## config.mk

```make
export PLATFORM = sky130hd
export DESIGN_NAME = cat_timebase
export DESIGN_NICKNAME = d
export VERILOG_FILES = /design/src/verilog/cat_pkg.sv /design/src/verilog/cat_tb_source.sv /design/src/verilog/cat_timebase.sv
export SDC_FILE = /design/constraint.sdc
export NUM_CORES = 1
export LEC_CHECK = 0
export BUFFER_PORTS_ARGS = -buffer_cell sky130_fd_sc_hd__buf_4
export CAP_MARGIN = 20
export CORE_UTILIZATION = 40
export CTS_BUF_LIST = sky130_fd_sc_hd__clkbuf_8 sky130_fd_sc_hd__clkbuf_16
export DETAILED_ROUTE_END_ITERATION = 16
export GPL_TIMING_DRIVEN = 0
export PLACE_DENSITY = 0.72
export SETUP_SLACK_MARGIN = 0.5
export SKIP_LAST_GASP = 1
export SYNTH_ARGS = -nofsm -noshare
export SYNTH_HDL_FRONTEND = slang
export SYNTH_HIERARCHICAL = 1
export SYNTH_SLANG_ARGS = --single-unit
```

## constraint.sdc

```tcl
create_clock -name mclk -period 2.4 [get_ports mclk]
set_input_delay 0.12 -clock mclk [delete_from_list [all_inputs] [get_ports mclk]]
set_output_delay 0.12 -clock mclk [all_outputs]
set_load 0.05 [all_outputs]
```

## src/verilog/cat_pkg.sv

```systemverilog
// Constants shared by the counter array timebase design.
// Assumes one system clock domain; everything is a localparam.
package cat_pkg;
    localparam int CNT_W = 16;
    localparam int BYTE_W = 8;
    localparam logic [15:0] CNT_RESET = 16'h0000;
    localparam logic [15:0] CNT_ALL_ONES = 16'hFFFF;
    localparam logic [7:0] BYTE_RESET = 8'h00;
    // Timebase select codes
    localparam logic [2:0] TB_DIV12 = 3'h0;
    localparam logic [2:0] TB_DIV4 = 3'h1;
    localparam logic [2:0] TB_TIMER0 = 3'h2;
    localparam logic [2:0] TB_EXT_FALL = 3'h3;
    localparam logic [2:0] TB_SYSCLK = 3'h4;
    localparam logic [2:0] TB_EXT_OSC = 3'h5;
    localparam logic [2:0] TB_RTC_OSC = 3'h6;
    // Divider terminal counts (count runs 0..last)
    localparam logic [3:0] DIV12_LAST = 4'hB;
    localparam logic [3:0] DIV4_LAST = 4'h3;
    localparam logic [3:0] DIV_RESET = 4'h0;
    // Quiet cycles after an external edge tick: rate at most clock/4
    localparam logic [1:0] ECI_GAP = 2'h3;
    localparam logic [1:0] GAP_RESET = 2'h0;
    // Watchdog of module 5 is on out of reset
    localparam logic WD_RESET = 1'b1;
endpackage

```

## src/verilog/cat_tb_source.sv

```systemverilog
// Timebase source selector: dividers, synchronisers and edge detectors.
// Assumes pins are asynchronous to mclk; timer 0 overflow is an mclk pulse.
`timescale 1ns/1ps
`default_nettype none
module cat_tb_source (
    input wire logic mclk,
    input wire logic rstn,
    input wire logic [2:0] timebase_select,
    input wire logic timer0_overflow,
    input wire logic external_count_input,
    input wire logic ext_osc_div8,
    input wire logic rtc_osc_div8,
    output logic count_tick
);
    typedef struct packed {
        logic [3:0] div;
        logic [1:0] gap;
        logic eci_meta;
        logic eci_sync;
        logic eci_prev;
        logic ext_meta;
        logic ext_sync;
        logic ext_prev;
        logic rtc_meta;
        logic rtc_sync;
        logic rtc_prev;
        logic tick;
    } cat_src_t;

    cat_src_t st_reg;
    cat_src_t st_next;
    logic [3:0] div_last;
    logic div_hit;
    logic eci_fall;

    // Divider, edge detection and source choice
    always_comb begin
        st_next = st_reg;
        div_last = (timebase_select == cat_pkg::TB_DIV4) ? cat_pkg::DIV4_LAST : cat_pkg::DIV12_LAST;
        div_hit = (st_reg.div >= div_last);
        st_next.div = div_hit ? cat_pkg::DIV_RESET : st_reg.div + 4'h1;
        // Two-flop synchronisers; only the second stage feeds logic
        st_next.eci_meta = external_count_input;
        st_next.eci_sync = st_reg.eci_meta;
        st_next.eci_prev = st_reg.eci_sync;
        st_next.ext_meta = ext_osc_div8;
        st_next.ext_sync = st_reg.ext_meta;
        st_next.ext_prev = st_reg.ext_sync;
        st_next.rtc_meta = rtc_osc_div8;
        st_next.rtc_sync = st_reg.rtc_meta;
        st_next.rtc_prev = st_reg.rtc_sync;
        // Falling edge from two successive samples, rate-limited
        eci_fall = st_reg.eci_prev & ~st_reg.eci_sync & (st_reg.gap == cat_pkg::GAP_RESET);
        st_next.gap = (st_reg.gap != cat_pkg::GAP_RESET) ? st_reg.gap - 2'h1 : st_reg.gap;
        case (timebase_select)
            cat_pkg::TB_DIV12: st_next.tick = div_hit;
            cat_pkg::TB_DIV4: st_next.tick = div_hit;
            cat_pkg::TB_TIMER0: st_next.tick = timer0_overflow;
            cat_pkg::TB_EXT_FALL: begin
                st_next.tick = eci_fall;
                if (eci_fall) begin
                    st_next.gap = cat_pkg::ECI_GAP;
                end
            end
            cat_pkg::TB_SYSCLK: st_next.tick = 1'b1;
            cat_pkg::TB_EXT_OSC: st_next.tick = st_reg.ext_sync & ~st_reg.ext_prev;
            cat_pkg::TB_RTC_OSC: st_next.tick = st_reg.rtc_sync & ~st_reg.rtc_prev;
            default: st_next.tick = 1'b0; // Unused code never counts
        endcase
    end

    // State register
    always_ff @(posedge mclk or negedge rstn) begin
        if (!rstn) begin
            st_reg <= '0;
        end else begin
            st_reg <= st_next;
        end
    end

    assign count_tick = st_reg.tick;
endmodule
`default_nettype wire

```

## src/verilog/cat_timebase.sv

```systemverilog
// Shared 16-bit counter of the counter array with snapshot reads,
// overflow flag, interrupt gating, idle control and watchdog lockout.
// Assumes CPU strobes are single-cycle mclk pulses; pins are async.
//
// Behaviour
// - One 16-bit counter read as two bytes.
// - Low-byte read latches high byte for next read.
// - Byte reads never disturb counting.
// - Wrap from all-ones sets overflow flag.
// - Overflow interrupt only while its enable set.
// - Flag cleared only by software write.
// - Interrupt needs global and array enables.
// - Idle-control zero keeps counting during idle.
// - Select codes pick clock/12, clock/4, timer0, clock.
// - Code 011 counts external falling edges, limited.
// - Codes 101/110 count divided oscillators.
// - Divided oscillators synchronised to system clock.
// - Count is common reference for six modules.
// - Watchdog on after reset restricts access.
`timescale 1ns/1ps
`default_nettype none
module cat_timebase (
    input wire logic mclk,
    input wire logic rstn,
    input wire logic low_byte_rd,
    input wire logic high_byte_rd,
    input wire logic low_byte_wr,
    input wire logic high_byte_wr,
    input wire logic [7:0] wr_data,
    input wire logic flag_clear,
    input wire logic watchdog_disable,
    input wire logic [2:0] timebase_select,
    input wire logic overflow_irq_enable,
    input wire logic idle_suspend_control,
    input wire logic cpu_idle,
    input wire logic global_irq_enable,
    input wire logic array_irq_enable,
    input wire logic timer0_overflow,
    input wire logic external_count_input,
    input wire logic ext_osc_div8,
    input wire logic rtc_osc_div8,
    output logic [7:0] rd_data,
    output logic rd_valid,
    output logic counter_overflow_flag,
    output logic irq_request,
    output logic [15:0] count_value,
    output logic count_advance,
    output logic watchdog_active,
    output logic write_refused
);
    typedef struct packed {
        logic [15:0] count;
        logic [7:0] snap;
        logic snap_valid;
        logic [7:0] rd_data;
        logic rd_valid;
        logic flag;
        logic wd_en;
        logic refused;
    } cat_state_t;

    cat_state_t st_reg;
    cat_state_t st_next;
    logic tick;
    logic run;
    logic wr_any;

    // Timebase source and its synchronisers
    cat_tb_source u_src (
        .mclk(mclk),
        .rstn(rstn),
        .timebase_select(timebase_select),
        .timer0_overflow(timer0_overflow),
        .external_count_input(external_count_input),
        .ext_osc_div8(ext_osc_div8),
        .rtc_osc_div8(rtc_osc_div8),
        .count_tick(tick)
    );

    // Counting, reads, writes and flag handling
    always_comb begin
        st_next = st_reg;
        run = tick & ~(cpu_idle & idle_suspend_control);
        wr_any = low_byte_wr | high_byte_wr;
        st_next.rd_valid = low_byte_rd | high_byte_rd;
        st_next.refused = wr_any & st_reg.wd_en;
        // Counting goes on regardless of reads
        if (run) begin
            st_next.count = st_reg.count + 16'h0001;
        end
        // Writes lose against nothing but the watchdog lockout
        if (!st_reg.wd_en) begin
            if (low_byte_wr) begin
                st_next.count[7:0] = wr_data;
            end
            if (high_byte_wr) begin
                st_next.count[15:8] = wr_data;
            end
        end
        if (watchdog_disable) begin
            st_next.wd_en = 1'b0;
        end
        // Low read snapshots the high byte for a coherent pair
        if (low_byte_rd) begin
            st_next.rd_data = st_reg.count[7:0];
            st_next.snap = st_reg.count[15:8];
            st_next.snap_valid = 1'b1;
        end else if (high_byte_rd) begin
            st_next.rd_data = st_reg.snap_valid ? st_reg.snap : st_reg.count[15:8];
            st_next.snap_valid = 1'b0;
        end
        // Software clear; a wrap in the same cycle wins
        if (flag_clear) begin
            st_next.flag = 1'b0;
        end
        if (run && st_reg.count == cat_pkg::CNT_ALL_ONES && !(wr_any && !st_reg.wd_en)) begin
            st_next.flag = 1'b1;
        end
    end

    // State register; watchdog starts enabled
    always_ff @(posedge mclk or negedge rstn) begin
        if (!rstn) begin
            st_reg.count <= cat_pkg::CNT_RESET;
            st_reg.snap <= cat_pkg::BYTE_RESET;
            st_reg.snap_valid <= 1'b0;
            st_reg.rd_data <= cat_pkg::BYTE_RESET;
            st_reg.rd_valid <= 1'b0;
            st_reg.flag <= 1'b0;
            st_reg.wd_en <= cat_pkg::WD_RESET;
            st_reg.refused <= 1'b0;
        end else begin
            st_reg <= st_next;
        end
    end

    // Interrupt needs flag, local enable and both global enables
    assign irq_request = st_reg.flag & overflow_irq_enable & global_irq_enable & array_irq_enable;
    assign rd_data = st_reg.rd_data;
    assign rd_valid = st_reg.rd_valid;
    assign counter_overflow_flag = st_reg.flag;
    // Time reference fanned out to the six compare modules
    assign count_value = st_reg.count;
    assign count_advance = run;
    assign watchdog_active = st_reg.wd_en;
    assign write_refused = st_reg.refused;
endmodule
`default_nettype wire

```

## Word level (Yosys, flattened, before mapping)

Cells that the tools add are included.

| operators by class | value |
|---|---|
| $add $sub $neg | 3 |
| order comparisons | 1 |
| equality and inequality tests | 7 |
| multiplexer cells | 15 |
| bitwise gates (word level) | 16 |
| reduce and logical (&&, ||, !) cells | 11 |

Operators with widths:

| operator | count |
|---|---|
| 2-to-1 mux 16 bit | 2 |
| 2-to-1 mux 8 bit | 3 |
| 2-to-1 mux 9 bit | 2 |
| adder 16 x 1 -> 16 bit, second input constant | 1 |
| == test 16 bit, second input constant | 1 |
| bitwise AND 1 bit | 10 |
| == test 3 bit, second input constant | 3 |
| 2-to-1 mux 4 bit | 2 |
| == test 3 x 2 -> 1 bit, second input constant | 2 |
| 2-to-1 mux 2 bit | 3 |
| case mux 1 bit (6 select lines) | 1 |
| nonzero test 2 bit | 3 |
| adder 4 x 1 -> 4 bit, second input constant | 1 |
| >= comparator 4 bit | 1 |
| inverter 1 bit | 4 |
| == test 3 x 1 -> 1 bit, second input constant | 1 |
| logical AND 1 bit | 3 |
| logical NOT 3 bit | 1 |
| logical NOT 1 bit | 2 |
| logical NOT 2 bit | 1 |
| 2-to-1 mux 1 bit | 2 |
| OR 1 bit | 2 |
| OR reduction 2 bit | 1 |
| subtractor 2 x 1 -> 2 bit, second input constant | 1 |

| word-level totals | value |
|---|---|
| bits in registers | 53 |
| bits of input ports | 28 |
| output and inout bits | 30 |
| word-level logic and storage cells | 73 |

## Logic depth before layout (Yosys ltp)

| logic depth | value |
|---|---|
| word-level depth | 6 |
| gate-level depth with buffers | 6 |
| depth with buffers taken out | 6 |

## Hierarchy

Netlist, hierarchy kept.

Modules (own cells, without submodules):

| module | times used | cells an instance | area each (um2) | seq. area each (um2) |
|---|---|---|---|---|
| cat_timebase | 1 | 213 | 2016.9 | 927.1 |
| cat_tb_source | 1 | 43 | 576.8 | 400.4 |

## Worst setup path after synthesis

No wires, ideal clock.

| timing path | value |
|---|---|
| path kind | register to register |
| start point | register st_reg, in the netlist count_value[4] |
| end point | register st_reg, in the netlist count_value[15] |
| setup time | 0.082 ns |
| arrival time | 1.616 ns |
| data required time | 2.318 ns |
| setup slack | 0.702 ns |
| stages on the path, launching flop included | 5 |
| path buffers | 0 |
| clock period less this slack | 1.698 ns |
| path through | dfrtp_1 > nand4_4 > or4_4 > or3_1 > a31oi_1 |

RTL lines:

| item | line | RTL |
|---|---|---|
| start: declaration | cat_timebase.sv:62 | `cat_state_t st_reg;` |
| start signal: assignment | cat_timebase.sv:133 | `st_reg <= st_next;` |

==> flow_summary.yaml <==
hold_path:
  min_path_cells: 2
  min-delay-path-class: "in2reg"
  whs_endpoint: "rd_valid"
  hold_start: "high_byte_rd"
critical_path:
  rrSetupSlack_ns: 0.57
  r2r-start: "count_value[8]"
  worstPathArrival_ns: 2.07
  r2r_cells: 4
  cp-start-kind: "flop"
  path_cells: "nand3_1 > or4_4 > or3_1 > a31oi_1"
  r2r-end: "count_value[15]"
  end_kind: "flop"
  cp_data_required_time_ns: 2.64
  cp_slowest_cell: "or4_4"
  crit_fanout: 7
  path_class: "reg2reg"
  cp_slowest_stage_delay_ns: 0.54
routing:
  num_vias: 2028
  vias_per_cell: 5.06
  first_pass_iters: 4
  drc: 0
  drt_wl_total_um: 5390
  drtIter0Drc: 114
  wire_per_inst_um: 13.4
  drtAntennaViolNets: 0
final_layout:
  final_cell_count_no_fill: 401
  register_area_um2: 1330
  num_antenna_cells: 0
  drive_gt1_share_pct: 33.1
  nets: 356
  final_cell_area_um2: 3300
  n_fill_cell: 575
  largest_reg_flops: 16
  multiInputGateArea_um2: 1020
  syn_to_final_growth_pct: 27.4
global_routing:
  grt.busiest_layer: "met2"
  gr-total-overflow: 0
  grt_antenna_before_repair: 0
  grt_use_met2_pct: 30.4
  use_met1_pct: 22.5
  grt_pass1_wl_um: 9140
  grtUsageMet3_pct: 3.85
  grt_pass1_vias: 2021
  grt_max_degree: 54
  grt_use_total_pct: 18.1
synth:
  synth.top_cell.area_share_pct: 50.2
  synth_async_sr_flop_share_pct: 100
  synth_area_per_cell_um2: 10.1
  synth.largest_area_cell: "dfrtp_1"
  synth_enable_flop_cells: 0
  ys.flop_type: "dfrtp_1"
  yosys_warnings: 6
  synth_area_leaders: "dfrtp_1 50%, buf_4 6.9%, o21ai_0 3.9%"
  synthesis.area_um2: 2590
  synthesis.nets: 287
  synth.distinct_cells: 41
  ys_seq_area_share_pct: 51.2
  synth_cells: 256
  ys_ff_latch: 53
cts:
  cts_tree: "yes"
  cts_buffers: 5
  clk_pin_slew_ns: 0.10
  clock_sinks: 53
  cts_buffer_depth: 2
  htreeDepth: 2
  root_buffer: "clkbuf_8"
  worstSkewPairLatency_ns: 0.31
flow_run:
  drv_cap: 0
place:
  place_congestion: 0.808
  place_inst: 387
  place_ws_ns: 0.369
  placed_area_um2: 3110
  port_buffers: 56
  hpwlAfterDp_um: 3910
pwr:
  power.density_nw_per_um2: 726
  max-vdd-ir-drop_v: 0.000271
  p_leak_nw: 1.54
floorplan:
  die_y_um: 82.5
  core-area_um2: 6100
  die_area_um2: 6810
  start_util_pct: 42.5
  die_w_um: 82.5
  io_pins: 58
  rows: 28
status:
  status: "finished clean"
sta:
  max_slew_margin_pct: 55.6
  skew_ns: 0.00558
  fin_setup_tns_ns: 0
  setup_ws_ns: 0.572
  max_freq_mhz: 547
  worst_slew_pin_slew_ns: 0.666
  setup-violations-final: 0
  slew_viol_final: 0
  rsz0062_at_grt: "true"
  timing.final.crit_share_pct: 76.2
  hold_viol_final: 0
  fin_crit_ns: 1.83
-- final cells by class --
| cell class | instances | area share (%) |
|---|---|---|
| clock buffers | 5 | 2.08 |
| clock inverters | 3 | 1.44 |
| inverters | 10 | 1.14 |
| plain buffers | 35 | 6.74 |
| well taps | 75 | 2.84 |
| flip-flops and latches | 53 | 40.3 |
| repair buffers | 62 | 14.5 |
| multi-input cells | 158 | 30.9 |
-- worst max path at each step --
| stage | from | endpoint | slack (ns) | cells after the start |
|---|---|---|---|---|
| floorplan | count_value[4] | count_value[15] | 0.70 | 4 |
| global placement | count_value[0] | count_value[12] | 0.36 | 5 |
| detailed placement | count_value[0] | count_value[12] | 0.37 | 5 |
| CTS | count_value[5] | count_value[15] | 0.54 | 4 |
| global route | count_value[2] | count_value[15] | 0.45 | 4 |
| finish | count_value[8] | count_value[15] | 0.57 | 4 |
-- repair_timing --
item | 4_1_cts | 5_1_grt
endpoints found under the setup margin | 2 | 4
setup buffers | 0 | 0
endpoints found under the hold margin | 57 | 0
resized for setup | 1 | 5
hold buffers | 6 | 0
-- Yosys cell counts (all sizes together) (3+ instances only) --
| master | n |
|---|---|
| a21oi | 12 |
| a31oi | 4 |
| buf | 24 |
| clkbuf | 11 |
| dfrtp | 52 |
| ha | 3 |
| inv | 9 |
| mux2 | 8 |
| mux2i | 9 |
| nand2 | 24 |
| nand3 | 5 |
| nand4 | 4 |
| nor2 | 21 |
| nor2b | 3 |
| nor3 | 5 |
| nor4 | 4 |
| o21ai | 21 |
| xnor2 | 10 |
| xor2 | 3 |
-- cell families (layout without fill, tap and decap cells) --
group                      after synthesis  count (layout)  synth area share [%]
adders and majority gates                3               3                  1.45
DFF                                     53              53                  51.2
buffers and inverters                   45             115                  9.99
xor gates and xnor gates                13              13                  4.39
and+or+nand+nor                         79              79                  15.7
AOI/OAI and AO/OA                       46              46                  10.3
muxes                                   17              17                  6.95
-- worst max-delay path, delay by kind of cell, from the launching register on --
family | cells | cell delay, ns
AO/OA/AOI/OAI | 1 | 0.16
flip-flops | 1 | 0.49
AND/OR/NAND/NOR | 3 | 1.11
-- cells in the final DEF (no fill, tap or decap), types with 4 or more instances in the layout --
| cell | count |
|---|---|
| a31oi_1 | 4 |
| dfrtp_1 | 50 |
| nand2_1 | 24 |
| buf_4 | 80 |
| inv_1 | 9 |
| dlygate4sd3_1 | 6 |
| clkbuf_8 | 5 |
| xnor2_1 | 10 |
| a21oi_1 | 12 |
| nor2_1 | 21 |
| o21ai_0 | 20 |
| mux2i_1 | 9 |
| nand3_1 | 5 |
| nor3_1 | 5 |
| mux2_2 | 8 |
| clkbuf_1 | 10 |
-- per-stage QoR --
stage	total power [W]	hold WS, ns	util, %
after detailed placement	0.00178	0.199	51.0
final	0.00240	0.0153	54.2
after global routing	0.00253	0.00554	54.2
after floorplan	0.00157	-0.176	-
after CTS	0.00242	0.00792	54.0
after global placement	0.00176	0.199	51.0
-- power by group --
part | total, W | switching [W] | internal, W
sequential | 0.00110 | 0.000102 | 0.00100
clock | 0.000630 | 0.000312 | 0.000318
combinational | 0.000664 | 0.000381 | 0.000284
total | 0.00240 | 0.000794 | 0.00161
-- metal layers --
metal,wire length [um],vias to the layer above,share of wire (%)
li1,-,984,-
met1,2420,975,45
met2,2490,61,46
met3,344,8,6.4
met4,131,0,2.4
met5,0,-,0
Note: power is estimated with default switching activity, not from simulation.
